[src/include/trec_pkg.sv]
// constants and carriers for the t1 receive error counters
// assumes a single 100 mhz ref_clk and a byte-wide register map on apb
package trec_pkg;
   // ----------------------------------------
   // register indices (byte address = 4 * index)
   // ----------------------------------------
   localparam logic [7:0] LINE_HI_IDX = 8'h23; // line count bits 15..8
   localparam logic [7:0] LINE_LO_IDX = 8'h24; // line count bits 7..0
   localparam logic [7:0] HIGH_IDX = 8'h25; // oos 11..8 | path 11..8
   localparam logic [7:0] PATH_LO_IDX = 8'h26; // path count bits 7..0
   localparam logic [7:0] OOS_LO_IDX = 8'h27; // oos count bits 7..0
   localparam logic [7:0] CTRL_IDX = 8'h28; // control bits
   localparam logic [5:0] CTRL_RESET = 6'h00; // control after reset
   // ----------------------------------------
   // counter widths and thresholds
   // ----------------------------------------
   localparam int LINE_WIDTH = 16; // line violation count
   localparam int PATH_WIDTH = 12; // path violation count
   localparam int OOS_WIDTH = 12; // out-of-sync count
   localparam logic [4:0] ZERO_RUN_PLAIN = 5'h10; // 16 zeros
   localparam logic [4:0] ZERO_RUN_B8ZS = 5'h08; // 8 zeros
   // ----------------------------------------
   // update interval timing
   // ----------------------------------------
   localparam int CLK_FREQ_KHZ = 100000; // ref_clk rate
   localparam int ONE_SEC_MS = 1000; // long interval
   localparam int SHORT_MS = 42; // short interval
   localparam int SEC_CYCLES = ONE_SEC_MS * CLK_FREQ_KHZ;
   localparam int SHORT_CYCLES = SHORT_MS * CLK_FREQ_KHZ;
   // ----------------------------------------
   // carriers
   // ----------------------------------------
   // software control bits, msb first: interval select is bit 5, framing mode bit 0
   typedef struct packed {
      logic update_interval_select; // 1: 42 ms, 0: one second
      logic oos_count_select; // 1: multiframes, 0: pattern errors
      logic fs_error_count_enable; // d4: count fs too
      logic excess_zero_count_enable; // count zero runs
      logic b8zs_receive_enable; // b8zs decoding on
      logic framing_mode_select; // 1: esf, 0: d4
   } trec_ctrl_type;
   // per-bit events from the receive synchronizer
   typedef struct packed {
      logic bit_valid; // one received bit this cycle
      logic bit_zero; // that bit was a zero
      logic bipolar_violation; // bpv seen on that bit
      logic b8zs_codeword; // bpv belongs to a valid b8zs word
      logic crc6_error; // esf crc6 word in error
      logic ft_error; // ft bit in error
      logic fs_error; // fs bit in error
      logic fps_error; // fps bit in error
      logic multiframe_strobe; // one multiframe boundary
   } trec_event_type;
endpackage

[src/verilog/trec_sat_counter.sv]
// saturating event counter with snapshot register
// assumes inc and snap_stb are synchronous one-cycle strobes
module trec_sat_counter
   import trec_pkg::*;
#(
   parameter int WIDTH = 12
) (
   // clock and reset
   input wire logic ref_clk,
   input wire logic rst,
   // events
   input wire logic inc,
   input wire logic snap_stb,
   // snapshot
   output logic [WIDTH-1:0] snap_reg
);
   // ----------------------------------------
   // accumulator
   // ----------------------------------------
   logic [WIDTH-1:0] count_reg; // running count
   logic [WIDTH-1:0] count_next;
   wire at_max = &count_reg; // saturated
   wire [WIDTH-1:0] first = inc ? WIDTH'(1) : '0; // count after restart

   // hold at max instead of wrapping
   assign count_next = snap_stb ? first :
                       (inc && !at_max) ? count_reg + WIDTH'(1) :
                       count_reg;

   // count and snapshot together, all bytes from one interval
   always_ff @(posedge ref_clk) begin
      if (rst) begin
         count_reg <= '0;
         snap_reg <= '0;
      end else begin
         count_reg <= count_next;
         if (snap_stb) begin
            snap_reg <= count_reg;
         end
      end
   end

   // ----------------------------------------
   // checks
   // ----------------------------------------
   property p_saturate;
      @(posedge ref_clk) disable iff (rst)
      (at_max && !snap_stb) |=> &count_reg;
   endproperty
   a_saturate: assert property (p_saturate) else $error("counter wrapped");

   property p_snapshot;
      @(posedge ref_clk) disable iff (rst)
      snap_stb |=> snap_reg == $past(count_reg) && count_reg == WIDTH'($past(inc));
   endproperty
   a_snapshot: assert property (p_snapshot) else $error("snapshot lost count");
endmodule

[src/verilog/trec_zero_run.sv]
// detects runs of consecutive received zeros
// assumes bit_valid marks each received bit once
module trec_zero_run
   import trec_pkg::*;
(
   // clock and reset
   input wire logic ref_clk,
   input wire logic rst,
   // received bits
   input wire logic bit_valid,
   input wire logic bit_zero,
   input wire logic b8zs_on,
   // one pulse per run reaching the threshold
   output logic run_hit
);
   // ----------------------------------------
   // run length
   // ----------------------------------------
   logic [4:0] run_reg; // zeros so far, stops at threshold
   logic [4:0] run_next;
   wire [4:0] limit = b8zs_on ? ZERO_RUN_B8ZS : ZERO_RUN_PLAIN;
   wire zero_bit = bit_valid && bit_zero;

   // hit once, when the run first reaches the limit
   assign run_hit = zero_bit && (run_reg == limit - 5'h01);
   assign run_next = !bit_valid ? run_reg :
                     !bit_zero ? 5'h00 :
                     (run_reg < limit) ? run_reg + 5'h01 : run_reg;

   // run counter, cleared by any one
   always_ff @(posedge ref_clk) begin
      if (rst) begin
         run_reg <= 5'h00;
      end else begin
         run_reg <= run_next;
      end
   end

   // ----------------------------------------
   // checks
   // ----------------------------------------
   property p_run_plain;
      @(posedge ref_clk) disable iff (rst)
      (zero_bit && !b8zs_on && run_reg == 5'h0f) |-> run_hit;
   endproperty
   a_run_plain: assert property (p_run_plain) else $error("16 zero run missed");

   property p_run_b8zs;
      @(posedge ref_clk) disable iff (rst)
      (zero_bit && b8zs_on && run_reg == 5'h07) |-> run_hit;
   endproperty
   a_run_b8zs: assert property (p_run_b8zs) else $error("8 zero run missed");
endmodule

[src/verilog/trec_counters.sv]
// receive error counters for one t1 framer, registers on apb
// assumes framer status strobes are synchronous to ref_clk
//
// Function
// - no b8zs: count bpv and 16-zero runs
// - b8zs: count bpv and 8-zero runs
// - otherwise bpv only, skip b8zs words
// - esf: path counts crc6 errors
// - d4: path counts ft errors
// - d4 with fs enable: also fs
// - path count holds during sync loss
// - path bits split over 0x25 and 0x26
// - select one: count multiframes while unsynced
// - select zero: pattern errors, hold unsynced
// - oos bits split over 0x25 and 0x27
// - snapshot and restart each 1 s/42 ms
// - counters saturate, never roll over
// - line count 16 bits, always enabled
//
// Design decision made here: the APB slave port.
module trec_counters
   import trec_pkg::*;
#(
   parameter int SEC_COUNT = SEC_CYCLES, // one second in cycles
   parameter int SHORT_COUNT = SHORT_CYCLES // 42 ms in cycles
) (
   // clock and reset
   input wire logic ref_clk,
   input wire logic rst,
   // receive status
   input wire trec_event_type rx_event,
   input wire logic receive_sync_lost,
   // apb slave
   input wire logic psel,
   input wire logic penable,
   input wire logic pwrite,
   input wire logic [11:0] paddr,
   input wire logic [31:0] pwdata,
   output logic [31:0] prdata,
   output logic pready,
   output logic pslverr,
   // update marker
   output logic update_pulse
);
   // ----------------------------------------
   // control register
   // ----------------------------------------
   trec_ctrl_type ctrl_reg; // software control
   wire esf = ctrl_reg.framing_mode_select;

   // ----------------------------------------
   // update interval timer
   // ----------------------------------------
   logic [31:0] tick_reg; // cycles into interval
   logic [31:0] tick_next;
   logic snap_stb; // end of interval
   wire [31:0] span = ctrl_reg.update_interval_select ?
                      32'(SHORT_COUNT) : 32'(SEC_COUNT);

   // interval ends on the last cycle of the span
   assign snap_stb = tick_reg >= span - 32'h0000_0001;
   assign tick_next = snap_stb ? 32'h0000_0000 : tick_reg + 32'h0000_0001;

   // timer and marker
   always_ff @(posedge ref_clk) begin
      if (rst) begin
         tick_reg <= 32'h0000_0000;
         update_pulse <= 1'b0;
      end else begin
         tick_reg <= tick_next;
         update_pulse <= snap_stb;
      end
   end

   // ----------------------------------------
   // line code violations
   // ----------------------------------------
   logic zero_hit; // zero run reached its limit
   logic bpv_counted; // bpv not part of a b8zs word
   logic line_inc;

   // zero run detector
   trec_zero_run u_zero_run (
      .ref_clk(ref_clk),
      .rst(rst),
      .bit_valid(rx_event.bit_valid),
      .bit_zero(rx_event.bit_zero),
      .b8zs_on(ctrl_reg.b8zs_receive_enable),
      .run_hit(zero_hit)
   );

   // intentional b8zs violations are not errors
   assign bpv_counted = rx_event.bipolar_violation &&
                        !(ctrl_reg.b8zs_receive_enable &&
                          rx_event.b8zs_codeword);
   // never gated by sync loss
   assign line_inc = bpv_counted ||
                     (ctrl_reg.excess_zero_count_enable && zero_hit);

   // ----------------------------------------
   // path code violations
   // ----------------------------------------
   logic d4_frame_err; // ft, plus fs when enabled
   logic path_inc;

   assign d4_frame_err = rx_event.ft_error ||
                         (ctrl_reg.fs_error_count_enable &&
                          rx_event.fs_error);
   // crc in esf, frame bits in d4, nothing while unsynced
   assign path_inc = !receive_sync_lost &&
                     (esf ? rx_event.crc6_error : d4_frame_err);

   // ----------------------------------------
   // multiframes out of sync or pattern errors
   // ----------------------------------------
   logic pattern_err; // ft in d4, fps in esf
   logic oos_inc;

   assign pattern_err = esf ? rx_event.fps_error : rx_event.ft_error;
   assign oos_inc = ctrl_reg.oos_count_select ?
                    (receive_sync_lost && rx_event.multiframe_strobe) :
                    (!receive_sync_lost && pattern_err);

   // ----------------------------------------
   // counters, all snapped on the same edge
   // ----------------------------------------
   logic [LINE_WIDTH-1:0] line_snap;
   logic [PATH_WIDTH-1:0] path_snap;
   logic [OOS_WIDTH-1:0] oos_snap;

   // line violation counter
   trec_sat_counter #(.WIDTH(LINE_WIDTH)) u_line (
      .ref_clk(ref_clk),
      .rst(rst),
      .inc(line_inc),
      .snap_stb(snap_stb),
      .snap_reg(line_snap)
   );

   // path violation counter
   trec_sat_counter #(.WIDTH(PATH_WIDTH)) u_path (
      .ref_clk(ref_clk),
      .rst(rst),
      .inc(path_inc),
      .snap_stb(snap_stb),
      .snap_reg(path_snap)
   );

   // out-of-sync counter
   trec_sat_counter #(.WIDTH(OOS_WIDTH)) u_oos (
      .ref_clk(ref_clk),
      .rst(rst),
      .inc(oos_inc),
      .snap_stb(snap_stb),
      .snap_reg(oos_snap)
   );

   // ----------------------------------------
   // apb decode
   // ----------------------------------------
   wire [7:0] idx = paddr[9:2]; // register index
   wire aligned = paddr[1:0] == 2'b00 && paddr[11:10] == 2'b00;
   wire mapped = aligned && idx >= LINE_HI_IDX && idx <= CTRL_IDX;
   wire access = psel && penable && !pready; // first access cycle
   wire ctrl_wr = access && pwrite && mapped && idx == CTRL_IDX;
   logic [7:0] rd_byte; // selected register byte

   // counter bytes are read-only; writes to them are dropped
   always_comb begin
      rd_byte = 8'h00;
      case (idx)
         LINE_HI_IDX: rd_byte = line_snap[15:8];
         LINE_LO_IDX: rd_byte = line_snap[7:0];
         HIGH_IDX: rd_byte = {oos_snap[11:8], path_snap[11:8]};
         PATH_LO_IDX: rd_byte = path_snap[7:0];
         OOS_LO_IDX: rd_byte = oos_snap[7:0];
         CTRL_IDX: rd_byte = {2'b00, ctrl_reg};
         default: rd_byte = 8'h00;
      endcase
   end

   // one wait state, then a one-cycle ready
   always_ff @(posedge ref_clk) begin
      if (rst) begin
         pready <= 1'b0;
         pslverr <= 1'b0;
         prdata <= 32'h0000_0000;
      end else begin
         pready <= access;
         pslverr <= access && !mapped;
         prdata <= (access && !pwrite && mapped) ? {24'h00_0000, rd_byte} : 32'h0000_0000;
      end
   end

   // control register write, taken at the ready edge
   logic ctrl_wr_reg; // write granted last cycle
   logic [5:0] wdata_reg; // its data
   always_ff @(posedge ref_clk) begin
      if (rst) begin
         ctrl_reg <= CTRL_RESET;
         ctrl_wr_reg <= 1'b0;
         wdata_reg <= 6'h00;
      end else begin
         ctrl_wr_reg <= ctrl_wr;
         wdata_reg <= pwdata[5:0];
         if (ctrl_wr_reg && psel && penable) begin
            ctrl_reg <= wdata_reg;
         end
      end
   end

   // ----------------------------------------
   // checks
   // ----------------------------------------
   property p_bpv_codeword;
      @(posedge ref_clk) disable iff (rst)
      (ctrl_reg.b8zs_receive_enable && rx_event.b8zs_codeword && !zero_hit)
         |-> !line_inc;
   endproperty
   a_bpv_codeword: assert property (p_bpv_codeword) else $error("b8zs word counted");

   property p_line_unsynced;
      @(posedge ref_clk) disable iff (rst)
      (receive_sync_lost && rx_event.bipolar_violation && !rx_event.b8zs_codeword)
         |-> line_inc;
   endproperty
   a_line_unsynced: assert property (p_line_unsynced) else $error("line count gated");

   property p_path_crc;
      @(posedge ref_clk) disable iff (rst)
      (esf && !receive_sync_lost) |-> path_inc == rx_event.crc6_error;
   endproperty
   a_path_crc: assert property (p_path_crc) else $error("esf path count wrong");

   property p_path_ft;
      @(posedge ref_clk) disable iff (rst)
      (!esf && !receive_sync_lost && rx_event.ft_error) |-> path_inc;
   endproperty
   a_path_ft: assert property (p_path_ft) else $error("ft error missed");

   property p_path_fs;
      @(posedge ref_clk) disable iff (rst)
      (!esf && !receive_sync_lost && !rx_event.ft_error && rx_event.fs_error)
         |-> path_inc == ctrl_reg.fs_error_count_enable;
   endproperty
   a_path_fs: assert property (p_path_fs) else $error("fs count wrong");

   property p_path_hold;
      @(posedge ref_clk) disable iff (rst)
      receive_sync_lost |-> !path_inc;
   endproperty
   a_path_hold: assert property (p_path_hold) else $error("path counted unsynced");

   property p_oos_mf;
      @(posedge ref_clk) disable iff (rst)
      ctrl_reg.oos_count_select |->
         oos_inc == (receive_sync_lost && rx_event.multiframe_strobe);
   endproperty
   a_oos_mf: assert property (p_oos_mf) else $error("multiframe count wrong");

   property p_oos_pattern;
      @(posedge ref_clk) disable iff (rst)
      !ctrl_reg.oos_count_select |->
         oos_inc == (!receive_sync_lost && pattern_err);
   endproperty
   a_oos_pattern: assert property (p_oos_pattern) else $error("pattern count wrong");

   property p_high_byte;
      @(posedge ref_clk) disable iff (rst)
      (access && !pwrite && aligned && idx == HIGH_IDX) |=>
         prdata[7:0] == {$past(oos_snap[11:8]), $past(path_snap[11:8])};
   endproperty
   a_high_byte: assert property (p_high_byte) else $error("shared byte wrong");

   property p_interval;
      @(posedge ref_clk) disable iff (rst)
      snap_stb |=> !snap_stb && update_pulse;
   endproperty
   a_interval: assert property (p_interval) else $error("interval wrong");

   property p_read_only;
      @(posedge ref_clk) disable iff (rst)
      (access && pwrite && !snap_stb) |=> $stable(path_snap) && $stable(oos_snap);
   endproperty
   a_read_only: assert property (p_read_only) else $error("counter written");

   c_update: cover property (@(posedge ref_clk) disable iff (rst) update_pulse);
   c_read: cover property (@(posedge ref_clk) disable iff (rst) pready && !pslverr);
   c_zero: cover property (@(posedge ref_clk) disable iff (rst) zero_hit && line_inc);
   c_mf: cover property (@(posedge ref_clk) disable iff (rst) oos_inc && receive_sync_lost);
endmodule

[config.mk]
export PLATFORM = sky130hd
export DESIGN_NAME = trec_counters
export DESIGN_NICKNAME = d
export VERILOG_FILES = /design/src/include/trec_pkg.sv /design/src/verilog/trec_sat_counter.sv /design/src/verilog/trec_zero_run.sv /design/src/verilog/trec_counters.sv
export SDC_FILE = /design/constraint.sdc
export NUM_CORES = 1
export LEC_CHECK = 0
export CORE_MARGIN = 3
export CORE_UTILIZATION = 30
export DETAILED_ROUTE_END_ITERATION = 6
export DONT_BUFFER_PORTS = 1
export PLACE_DENSITY_LB_ADDON = 0.3
export SYNTH_ARGS = -nofsm -noshare
export SYNTH_HDL_FRONTEND = slang
export SYNTH_HIERARCHICAL = 1
export SYNTH_SLANG_ARGS = --single-unit
[constraint.sdc]
create_clock -name ref_clk -period 4.25 [get_ports ref_clk]
set_input_delay 0.6375 -clock ref_clk [delete_from_list [all_inputs] [get_ports ref_clk]]
set_output_delay 0.6375 -clock ref_clk [all_outputs]
set_load 0.1 [all_outputs]
; Word-level counts from Yosys, hierarchy flattened
; Index checks and enable logic that the tools add are counted.
; Widths: inputs -> output; s select.
[word_totals]
output_inout_bits = 35
elab_cells = 104
inputBits = 59
reg_bits = 165
[classes]
eq_ne = 8
addsub = 7
order_cmp = 4
n_bitwise = 1
mux = 17
reduce_logical = 46
[ops]
columns = operator, n
row1 = $eq 8x6->1 const B, 6
row2 = $mux 12, 4
row3 = $pmux 8 s6, 1
row4 = $add 32x1->32 const B, 1
row5 = $ge 32x32->1, 1
row6 = $mux 16, 2
row7 = $sub 27x1->28 const B, 1
row8 = $mux 27, 1
row9 = $logic_and 1x1->1, 25
row10 = $add 12x1->12 const B, 2
row11 = $reduce_and 12->1, 2
row12 = $add 16x1->16 const B, 1
row13 = $reduce_and 16->1, 1
row14 = $mux 5, 3
row15 = $ge 8x6->1 const B, 1
row16 = $le 8x6->1 const B, 1
row17 = $logic_not 1->1, 8
row18 = $mux 1, 6
row19 = $reduce_bool 2->1, 3
row20 = $add 5x1->5 const B, 1
row21 = $eq 5x5->1, 1
row22 = $lt 5x5->1, 1
row23 = $sub 5x1->5 const B, 1
row24 = $logic_not 2->1, 2
row25 = other kinds (5), 7

; Longest topological paths before layout
; Gate-level depths: netlist (run 1).
[depth]
ltp_word = 9
ltp_mapped = 13
ltp_nobuf = 11

; Hierarchy
; The synthesis (run 1) kept the hierarchy.
[modules_own_cells]
columns = module, area_each_um2, seq_area_each_um2, cells_each, instances
row1 = trec_counters, 3101.7, 1121.1, 342, 1
row2 = trec_sat_counter at u_oos ..., 1086.0, 480.5, 113, 2
row3 = trec_sat_counter at u_line, 1502.7, 640.6, 165, 1
row4 = trec_zero_run, 336.6, 100.1, 39, 1

; Least setup slack after synthesis (run 1)
; No wires, ideal clock.
[synth_path]
path_kind = register -> register
startpoint = register ctrl_reg[5] (netlist name)
endpoint = register u_oos.count_reg[11]
slack_ps = 988
arrival_time_ps = 3138
path_stages_with_launch = 14
path_buffers = 3
required_time_ps = 4127
period_less_slack_ps = 3262
setup_ps = 123
cell_sequence = dfxtp_1 inv_1 ha_1 nand4_1 nor4_1 a211oi_1 nor4_1 clkbuf_1 or2_2 clkbuf_1 or2_2 clkbuf_1 nor2_1 mux2_1
[synth_between]
elab_chain_cells = 4
word_cells_on_any_way = 5
cone_classes = 1 x add/sub / 1 x order compare / 2 x mux / 1 x reduce/logical
[synth_rtl]
columns = item, line_no
row1 = from (decl), trec_counters.sv:48  ; trec_ctrl_type ctrl_reg;
row2 = from (signal assigned), trec_counters.sv:207  ; ctrl_reg <= wdata_reg;
row3 = $mux 27 (*), trec_counters.sv:57  ; wire [31:0] span = ctrl_reg.update_interval_select ?
row4 = $sub 27x1->28 (*), trec_counters.sv:61  ; assign snap_stb = tick_reg >= span - 32'h0000_0001;
row5 = $ge 32x32->1 (*), trec_counters.sv:61
row6 = net snap_stb, trec_counters.sv:56  ; logic snap_stb;
row7 = $mux 12 / $reduce_bool 2->1 (equally long branches), -
row8 = to (signal assigned), trec_sat_counter.sv:36  ; count_reg <= count_next;
row9 = to (decl), trec_sat_counter.sv:20  ; logic [WIDTH-1:0] count_reg;
; Mark *: on every way through the listed nets, which the timed path passes. The rest lies on a longest branch.
; A chain may end at the register's enable or synchronous reset.

; Final worst setup path (run 1)
[layout_path]
startpoint = register ctrl_reg[5] (netlist name)
endpoint = register u_path.count_reg[5]
[layout_between]
elab_chain_cells = 4
word_cells_on_any_way = 5
cone_classes = 1 x add/sub / 1 x order compare / 2 x mux / 1 x reduce/logical
[layout_rtl]
columns = item, line_no
row1 = $mux 27 (*), trec_counters.sv:57
row2 = $sub 27x1->28 (*), trec_counters.sv:61
row3 = $ge 32x32->1 (*), trec_counters.sv:61
row4 = net snap_stb, trec_counters.sv:56
row5 = $mux 12 / $reduce_bool 2->1 (equally long branches), -
row6 = to (signal assigned), trec_sat_counter.sv:36
row7 = to (decl), trec_sat_counter.sv:20
; Marked as above.

==> run summary, run 1 <==
# DRC: 0
WL/cell: 15.0 um
hpwl dp: 11.2 mm
post-synthesis adder-cell area fraction: 3.87%
Clock transition at path regs: 0.06 ns
Max Root-Sink Buffers: 2
n_diodes: 0
worst-margin pin slew: 1.05 ns
number of vias per cell: 4.96
Crit path required time: 4.62 ns
RR Startpoint: ctrl_reg[5]
largest net degree at the start of global routing: 103
mux share of post-synthesis cell area: 9.48%
status: finished, final reports clean
crit-path cells: inv_1 > ha_1 > a211oi_1 > a21oi_1 > a211oi_1 > nor4_2 > or2_2 > buf_4 > nor2_1 > nand2_1 > a31oi_1 > a41o_2
pre-CTS WS: 0.605 ns
most numerous cell in the Yosys netlist: dfxtp_1
asr flop ratio synth: 0%
Slew Viols, Final: 0
Post-CTS Setup Bufs: 0
Max H-tree Level: 4
CP Capture Type: flop
floorplan core area: 23000 sq um
I/O pins: 94
cts hold-fix bufs: 0
Vias: 5374
compound-gate portion of the synthesized area: 12.2%
Max-Cap Viols: 0
fin nets: 838
yosys warns: 6
slowest CP cell: dfxtp_1
Setup Viol. Count Final: 0
vias in the first global route: 5033
Starting Density: 30.9%
Final Cycle Share: 84.5%
Cell Area, Synth: 7110 sq um
max reg flops: 32
antenna-violating nets left: 0
clock buffer count from CTS: 17
Synth area leader: dfxtp_1
Fmax achieved: 278 MHz
IR drop worst, VDD: 0.245 mV
row cnt: 55
RePlAce Congestion: 0.765
static leakage power: 3.03 nW
xor/xnor share of the synthesized area: 3.94%
Worst Reg2Reg Path Length in Cells: 12
CP Class: reg2reg
number of port buffers: 0
hold endpoint: wdata_reg[0]
number of synthesized flops with an enable pin: 0
die area: 25600 sq um
Pwr Total: 2.98 mW
area share of the largest cell type after synthesis: 39.7%
post-synth cell types: 80
RSZ-0062 raised after global routing: no
met2 Track Usage GR: 20.3%
Reg2Reg Setup Slack: 0.66 ns
Area contributors post-synth: dfxtp_1, mux2i_1, nor2_1
Die Wd: 160 um
cell mode on critical path: a211oi_1
Max FO, Critical Path: 24
area grow syn2layout: 10.6%
busiest layer in global routing: met2
Top delay family on crit path: simple AND/OR/NAND/NOR gates
total track usage: 12.7%
Die Ht: 160 um
PwrDens: 378 nW/um^2
worst reg2reg endpoint: u_path/count_reg[5]
post-layout minimum cycle time: 3.59 ns
hold_sp: rst
post-synthesis sequential area ratio: 39.7%
slowest cell delay on critical path: 0.73 ns
clk_lat worst skew: 0.42 ns
Fill cells: 2369
routed wire length: 16.2 mm
largest family of logic cells by synthesized area: simple AND/OR/NAND/NOR gates
Overflow after GRT: 0
CP startpoint kind: flop
worst hold path depth: 1
M1 GR Usage: 16.7%
Hold/Removal Path Class: in2reg
Post-CTS Resized: 0
fin cells: 1083
detailed-router iteration count before antenna repair: 5
Rel. slew slack: 29.6%
Final Skew: 0.00675 ns
Placed Cells: 1051
final core occ: 34.2%
Clock Sink Count: 141
commonest register cell after synthesis: dfxtp_1
clock tree root driver cell: clkbuf_16
first-pass GRT wire length: 26.6 mm
final worst slack: 0.658 ns
Simple-Gate Fraction of Synth Area: 24.1%
initial antenna violation count: 1
Hold Vio Cnt, Final: 0
top cells by count, synth: dfxtp_1, nor2_1, mux2i_1, nand2_1, nor4_1
CTS tree: built
Cells after Synth: 772
Final TNS setup: 0 ns
share of cells above drive strength 1: 11.4%
register bit total from synthesis: 141
WP buf/inv: 2
syn avg cell area: 9.21 sq um
arrival time at the worst endpoint: 3.96 ns
Initial DRC Count: 399
GR Util met3: 3.11%
-- layout by cell type, fill, tap and decap left out, types with 19 or more instances in the layout --
cell type and instances:
nor2_1 86, ha_1 22, dfxtp_1 141, a21oi_1 30
mux2i_1 55, nand2_1 46, inv_1 19, xnor2_1 24
nor4_1 36, conb_1 28, nand3_1 32
-- layer usage --
metal	up-vias	routed length, um
met2	68	7510
li1	2743	-
met5	-	20
met4	2	278
met3	22	450
met1	2539	7970
-- final cells by class --
cell class | count | area [sq um] | share of cell area (%)
repair buffers | 9 | 67.6 | 0.859
well taps | 313 | 392 | 4.98
multi-input cells | 569 | 3930 | 49.9
clock inverters | 15 | 161 | 2.05
flip-flops and latches | 141 | 2820 | 35.9
inverters | 19 | 71.3 | 0.907
clock buffers | 17 | 425 | 5.41
-- cells by family after synthesis --
logic type               after synthesis
other                                  1
flip-flops                           141
multiplexers                          65
adder cells (fa/ha/maj)               22
AO/OA/AOI/OAI                        115
XOR/XNOR                              32
AND/OR/NAND/NOR                      307
buffers and inverters                 89
-- power breakdown --
| group | internal [mW] | leakage, nW | switching, mW | total [mW] |
|---|---|---|---|---|
| Sequential | 1.33 | 1.14 | 0.0166 | 1.35 |
| Combinational | 0.0225 | 1.62 | 0.120 | 0.143 |
| Clock | 0.872 | 0.277 | 0.613 | 1.48 |
| Total | 2.23 | 3.03 | 0.750 | 2.98 |
-- worst max-delay path by stage --
stage	start	to	cells past startpoint
global placement	ctrl_reg[5]	u_path/count_reg[5]	11
global route	ctrl_reg[5]	u_path/count_reg[10]	12
floorplan	ctrl_reg[5]	u_oos/count_reg[11]	13
detailed placement	ctrl_reg[5]	u_path/count_reg[10]	12
CTS	ctrl_reg[5]	u_path/count_reg[5]	12
finish	ctrl_reg[5]	u_path/count_reg[5]	12
-- worst reg2reg max path: cells and delay by family (launching register included) --
kind                       cells  cell delay [ns]
adders and majority gates      1             0.37
DFF                            1             0.73
buffers and inverters          2             0.49
AOI/OAI and AO/OA              5             0.92
and+or+nand+nor                4             1.02
-- stage by stage --
step | area (sq um) | hold WS [ns]
after floorplan | 7210 | 0.431
after global placement | 7280 | 0.442
after detailed placement | 7280 | 0.453
after CTS | 7870 | 0.267
after global routing | 7870 | 0.279
final | 7870 | 0.291
No activity file was read; power rests on OpenSTA's default activity.
==> run 2: changes to the inputs <==
- clock period: 4.25 -> 3.7 ns (I/O delays scaled with it)
==> run 2 against run 1 <==
  * Largest cell class unchanged
  * Sequential cell count unchanged
  * Highest routed layer is now met4
  * Via count increased by 1.3%
  * Non-clock buffer count increased by 3
  * Clock skew increased by 0.0037 ns
  * Register-to-register slack got worse by 0.15 ns
  * Critical path type unchanged
==> run summary, run 2 (synthesized netlist as in run 1, its figures left out) <==
Crit path required time: 4.05 ns
first-pass GRT wire length: 26.9 mm
RSZ-0062 raised after global routing: no
antenna-violating nets left: 0
number of vias per cell: 5.01
row cnt: 55
WL/cell: 15.2 um
Clock transition at path regs: 0.06 ns
Clock Sink Count: 141
hpwl dp: 11.5 mm
final core occ: 34.4%
clock tree root driver cell: clkbuf_16
fin nets: 841
arrival time at the worst endpoint: 3.54 ns
Psw: 0.832 mW
Fill cells: 2406
register area: 2820 sq um
Initial DRC Count: 368
status: finished, final reports clean
post-layout minimum cycle time: 3.19 ns
Post-CTS Setup Bufs: 0
worst reg2reg endpoint: u_line/count_reg[9]
n_diodes: 0
die area: 25600 sq um
most frequent cells in the layout: dfxtp_1, nor2_1, mux2i_1
Max-Cap Viols: 0
clk_lat worst skew: 0.42 ns
number of port buffers: 0
Reg2Reg Setup Slack: 0.51 ns
floorplan core area: 23000 sq um
commonest non-fill, non-tap cell in the layout: dfxtp_1
Starting Density: 30.9%
hold_ws: 0.206 ns
CTS tree: built
I/O pins: 94
Final Skew: 0.0104 ns
Die Ht: 160 um
Fmax achieved: 314 MHz
max reg flops: 32
Cell Int Power: 2.59 mW
Slew Viols, Final: 0
final worst slack: 0.512 ns
Combinational Power Share: 4.8%
detailed-router iteration count before antenna repair: 7
vias in the first global route: 5111
initial antenna violation count: 0
RePlAce Congestion: 0.774
routed wire length: 16.6 mm
cts hold-fix bufs: 0
fin cells: 1086
RR Startpoint: tick_reg[7]
Hold Vio Cnt, Final: 0
Placed Area: 7300 sq um
CP startpoint kind: flop
Final Cycle Share: 86.2%
Post-Layout Inst Area: 7900 sq um
switching portion of total power: 24.3%
Worst Reg2Reg Path Length in Cells: 9
static leakage power: 3.05 nW
crit path from: tick_reg[7]
IR drop worst, VDD: 0.299 mV
Overflow after GRT: 0
area of the multi-input gates: 3930 sq um
Max H-tree Level: 4
Clk pwr share: 49.9%
Pwr Total: 3.42 mW
Max FO, Critical Path: 11
CP Capture Type: flop
sequential share of power: 45.3%
Die Wd: 160 um
largest net degree at the start of global routing: 103
Setup Viol. Count Final: 0
Post-CTS Resized: 0
CP Class: reg2reg
total track usage: 12.9%
share of cells above drive strength 1: 11.6%
area grow syn2layout: 11.0%
Rel. slew slack: 32.8%
Setup crit end: u_line/count_reg[9]
Max Root-Sink Buffers: 2
pre-CTS WS: 0.525 ns
clock buffer count from CTS: 17
Hold/Removal Path Class: in2reg
worst hold path depth: 1
Vias: 5446
worst-margin pin slew: 1.00 ns
Placed Cells: 1054
PwrDens: 433 nW/um^2
# DRC: 0
Final TNS setup: 0 ns
==> run 2: changes by cell type in the layout (fill, tap and decap cells not counted), sizes merged <==
cell and delta:
buf +3, clkbuf +3, inv -3, clkinv -1
clkinvlp +1
==> run 2: worst min-delay path by stage <==
stage                         from           end  slack, ns
3_3_place_gp          wdata_reg[0]           esf       0.44
6_report                       rst  wdata_reg[4]       0.21
2_1_floorplan  u_line/snap_reg[15]     prdata[7]       0.43
5_1_grt                        rst  tick_reg[25]       0.19
3_5_place_dp          wdata_reg[2]   ctrl_reg[2]       0.45
4_1_cts                        rst  tick_reg[25]       0.19
==> run 2: final cells by class <==
cell class              instances  share of cell area (%)
clock inverters                12                    1.74
well taps                     313                    4.96
flip-flops and latches        141                    35.7
multi-input cells             569                    49.7
clock buffers                  20                    5.78
inverters                      19                   0.903
repair buffers                 12                    1.14
==> run 2: power groups by stage <==
stage / clock (mW) / combinational, mW / sequential (mW)
6_report: 1.71 / 0.165 / 1.55
5_1_grt: 1.82 / 0.173 / 1.55
4_1_cts: 1.75 / 0.165 / 1.55
3_5_place_dp: 0 / 0.165 / 1.58
3_3_place_gp: 0 / 0.164 / 1.58
2_1_floorplan: 0 / 0.186 / 1.58
==> run 2: metal layers <==
| layer | global-route usage (%) | part of all wire, % |
|---|---|---|
| met2 | 20.5 | 47 |
| met5 | 0 | 0 |
| met4 | 4.65 | 1.6 |
| met1 | 17.0 | 49 |
| met3 | 2.88 | 3.0 |
==> run 2: worst max-delay path: stages (launching register included) <==
cell      delay (ns)
dfxtp_1         0.42
ha_1            0.28
and4_1          0.21
a221o_1         0.33
a211oi_1        0.36
nor4_2          0.10
or2_2           0.41
or2_2           0.40
or4_1           0.51
o21ai_1         0.09
==> run 3: changes to the inputs <==
- PLACE_DENSITY: unset -> 0.5
- PLACE_DENSITY_LB_ADDON: 0.3 -> unset
==> run 3 against run 2 <==
  * Combinational power hardly changed
  * Cell area is 0.76% higher
  * Wire length is 2.9% higher
  * Clock power is 13% higher
  * Sequential power hardly changed
  * Die area stayed put
==> run summary, run 3 (synthesized netlist as in run 1, its figures left out) <==
area grow syn2layout: 11.9%
Vias: 5445
clock tree root driver cell: clkbuf_16
Placed Area: 7290 sq um
Reg2Reg Setup Slack: 0.59 ns
crit-path cells: ha_1 > and4_1 > a221o_1 > a211oi_1 > nor4_2 > or2_2 > buf_4 > nor2_1 > nand2_1 > a31oi_1 > a41o_2
number of port buffers: 0
RSZ-0062 raised after global routing: no
Die Ht: 160 um
Final Cycle Share: 84.0%
Top delay family on crit path: simple AND/OR/NAND/NOR gates
Final TNS setup: 0 ns
cts hold-fix bufs: 0
I/O pins: 94
worst-margin pin slew: 1.02 ns
PwrDens: 459 nW/um^2
Post-CTS Resized: 0
arrival time at the worst endpoint: 3.48 ns
fin nets: 838
final core occ: 34.6%
Post-Layout Inst Area: 7960 sq um
slowest CP cell: dfxtp_1
clk_lat worst skew: 0.43 ns
final worst slack: 0.590 ns
Max Root-Sink Buffers: 2
most frequent cells in the layout: dfxtp_1, nor2_1, mux2i_1
Post-CTS Setup Bufs: 0
Pwr Total: 3.65 mW
Setup Viol. Count Final: 0
max reg flops: 32
vias in the first global route: 5202
post-layout minimum cycle time: 3.11 ns
Rel. slew slack: 31.5%
initial antenna violation count: 1
WP buf/inv: 1
row cnt: 55
largest net degree at the start of global routing: 103
RePlAce Congestion: 0.770
slowest cell delay on critical path: 0.44 ns
floorplan core area: 23000 sq um
static leakage power: 3.09 nW
Hold Vio Cnt, Final: 0
CP Capture Type: flop
commonest non-fill, non-tap cell in the layout: dfxtp_1
Max-Cap Viols: 0
Crit path required time: 4.07 ns
Overflow after GRT: 0
routed wire length: 17.0 mm
detailed-router iteration count before antenna repair: 5
n_diodes: 0
fin cells: 1082
antenna-violating nets left: 0
number of vias per cell: 5.03
status: finished, final reports clean
hold_ws: 0.197 ns
# DRC: 0
Starting Density: 30.9%
Slew Viols, Final: 0
Hold/Removal Path Class: in2reg
Max FO, Critical Path: 20
hpwl dp: 11.7 mm
Fmax achieved: 322 MHz
Die Wd: 160 um
Initial DRC Count: 344
CP startpoint kind: flop
first-pass GRT wire length: 28.1 mm
CP Class: reg2reg
Final Skew: 0.0192 ns
IR drop worst, VDD: 0.291 mV
clock buffer count from CTS: 17
WL/cell: 15.7 um
CTS tree: built
Max H-tree Level: 4
Clock transition at path regs: 0.07 ns
Placed Cells: 1051
total track usage: 13.5%
pre-CTS WS: 0.586 ns
share of cells above drive strength 1: 11.2%
Clock Sink Count: 141
die area: 25600 sq um
[run 3: layout make-up]
class	count	area, sq um
clock buffers	22	484
inverters	19	71.3
well taps	313	392
flip-flops and latches	141	2820
fillers	2409	15000
multi-input cells	569	3930
clock inverters	9	180
repair buffers	9	80.1
[run 3: report_power, final]
group          leakage, nW  internal [mW]  switching [mW]  total [mW]
clock network        0.323           1.27           0.671        1.94
logic                 1.62         0.0262           0.138       0.164
registers             1.14           1.53          0.0188        1.55
total                 3.09           2.82           0.828        3.65
[run 3: path summary, 6_finish.rpt]
check,startpoint,endpoint,cells after the start
worst min-delay path,rst,tick_reg[11],1
worst max register to register,tick_reg[6],u_oos/count_reg[5],11
worst min register to register,wdata_reg[4],ctrl_reg[4],2
worst max-delay path,tick_reg[6],u_oos/count_reg[5],11
[run 3: worst reg2reg max path: cells and delay by family (launching register included)]
kind                     cells  cell delay (ns)
AND/OR/NAND/NOR              5             1.11
AO/OA/AOI/OAI                4             0.99
flip-flops                   1             0.44
adder cells (fa/ha/maj)      1             0.27
buffers and inverters        1             0.25
[run 3: per-layer routing]
layer  vias up  share of wire (%)  track usage, %
met5         -               0.12               0
met4         2                1.3            4.22
met3        15                3.5            3.42
met2        80                 45            20.6
met1      2591                 50            18.6
li1       2757                  -               -
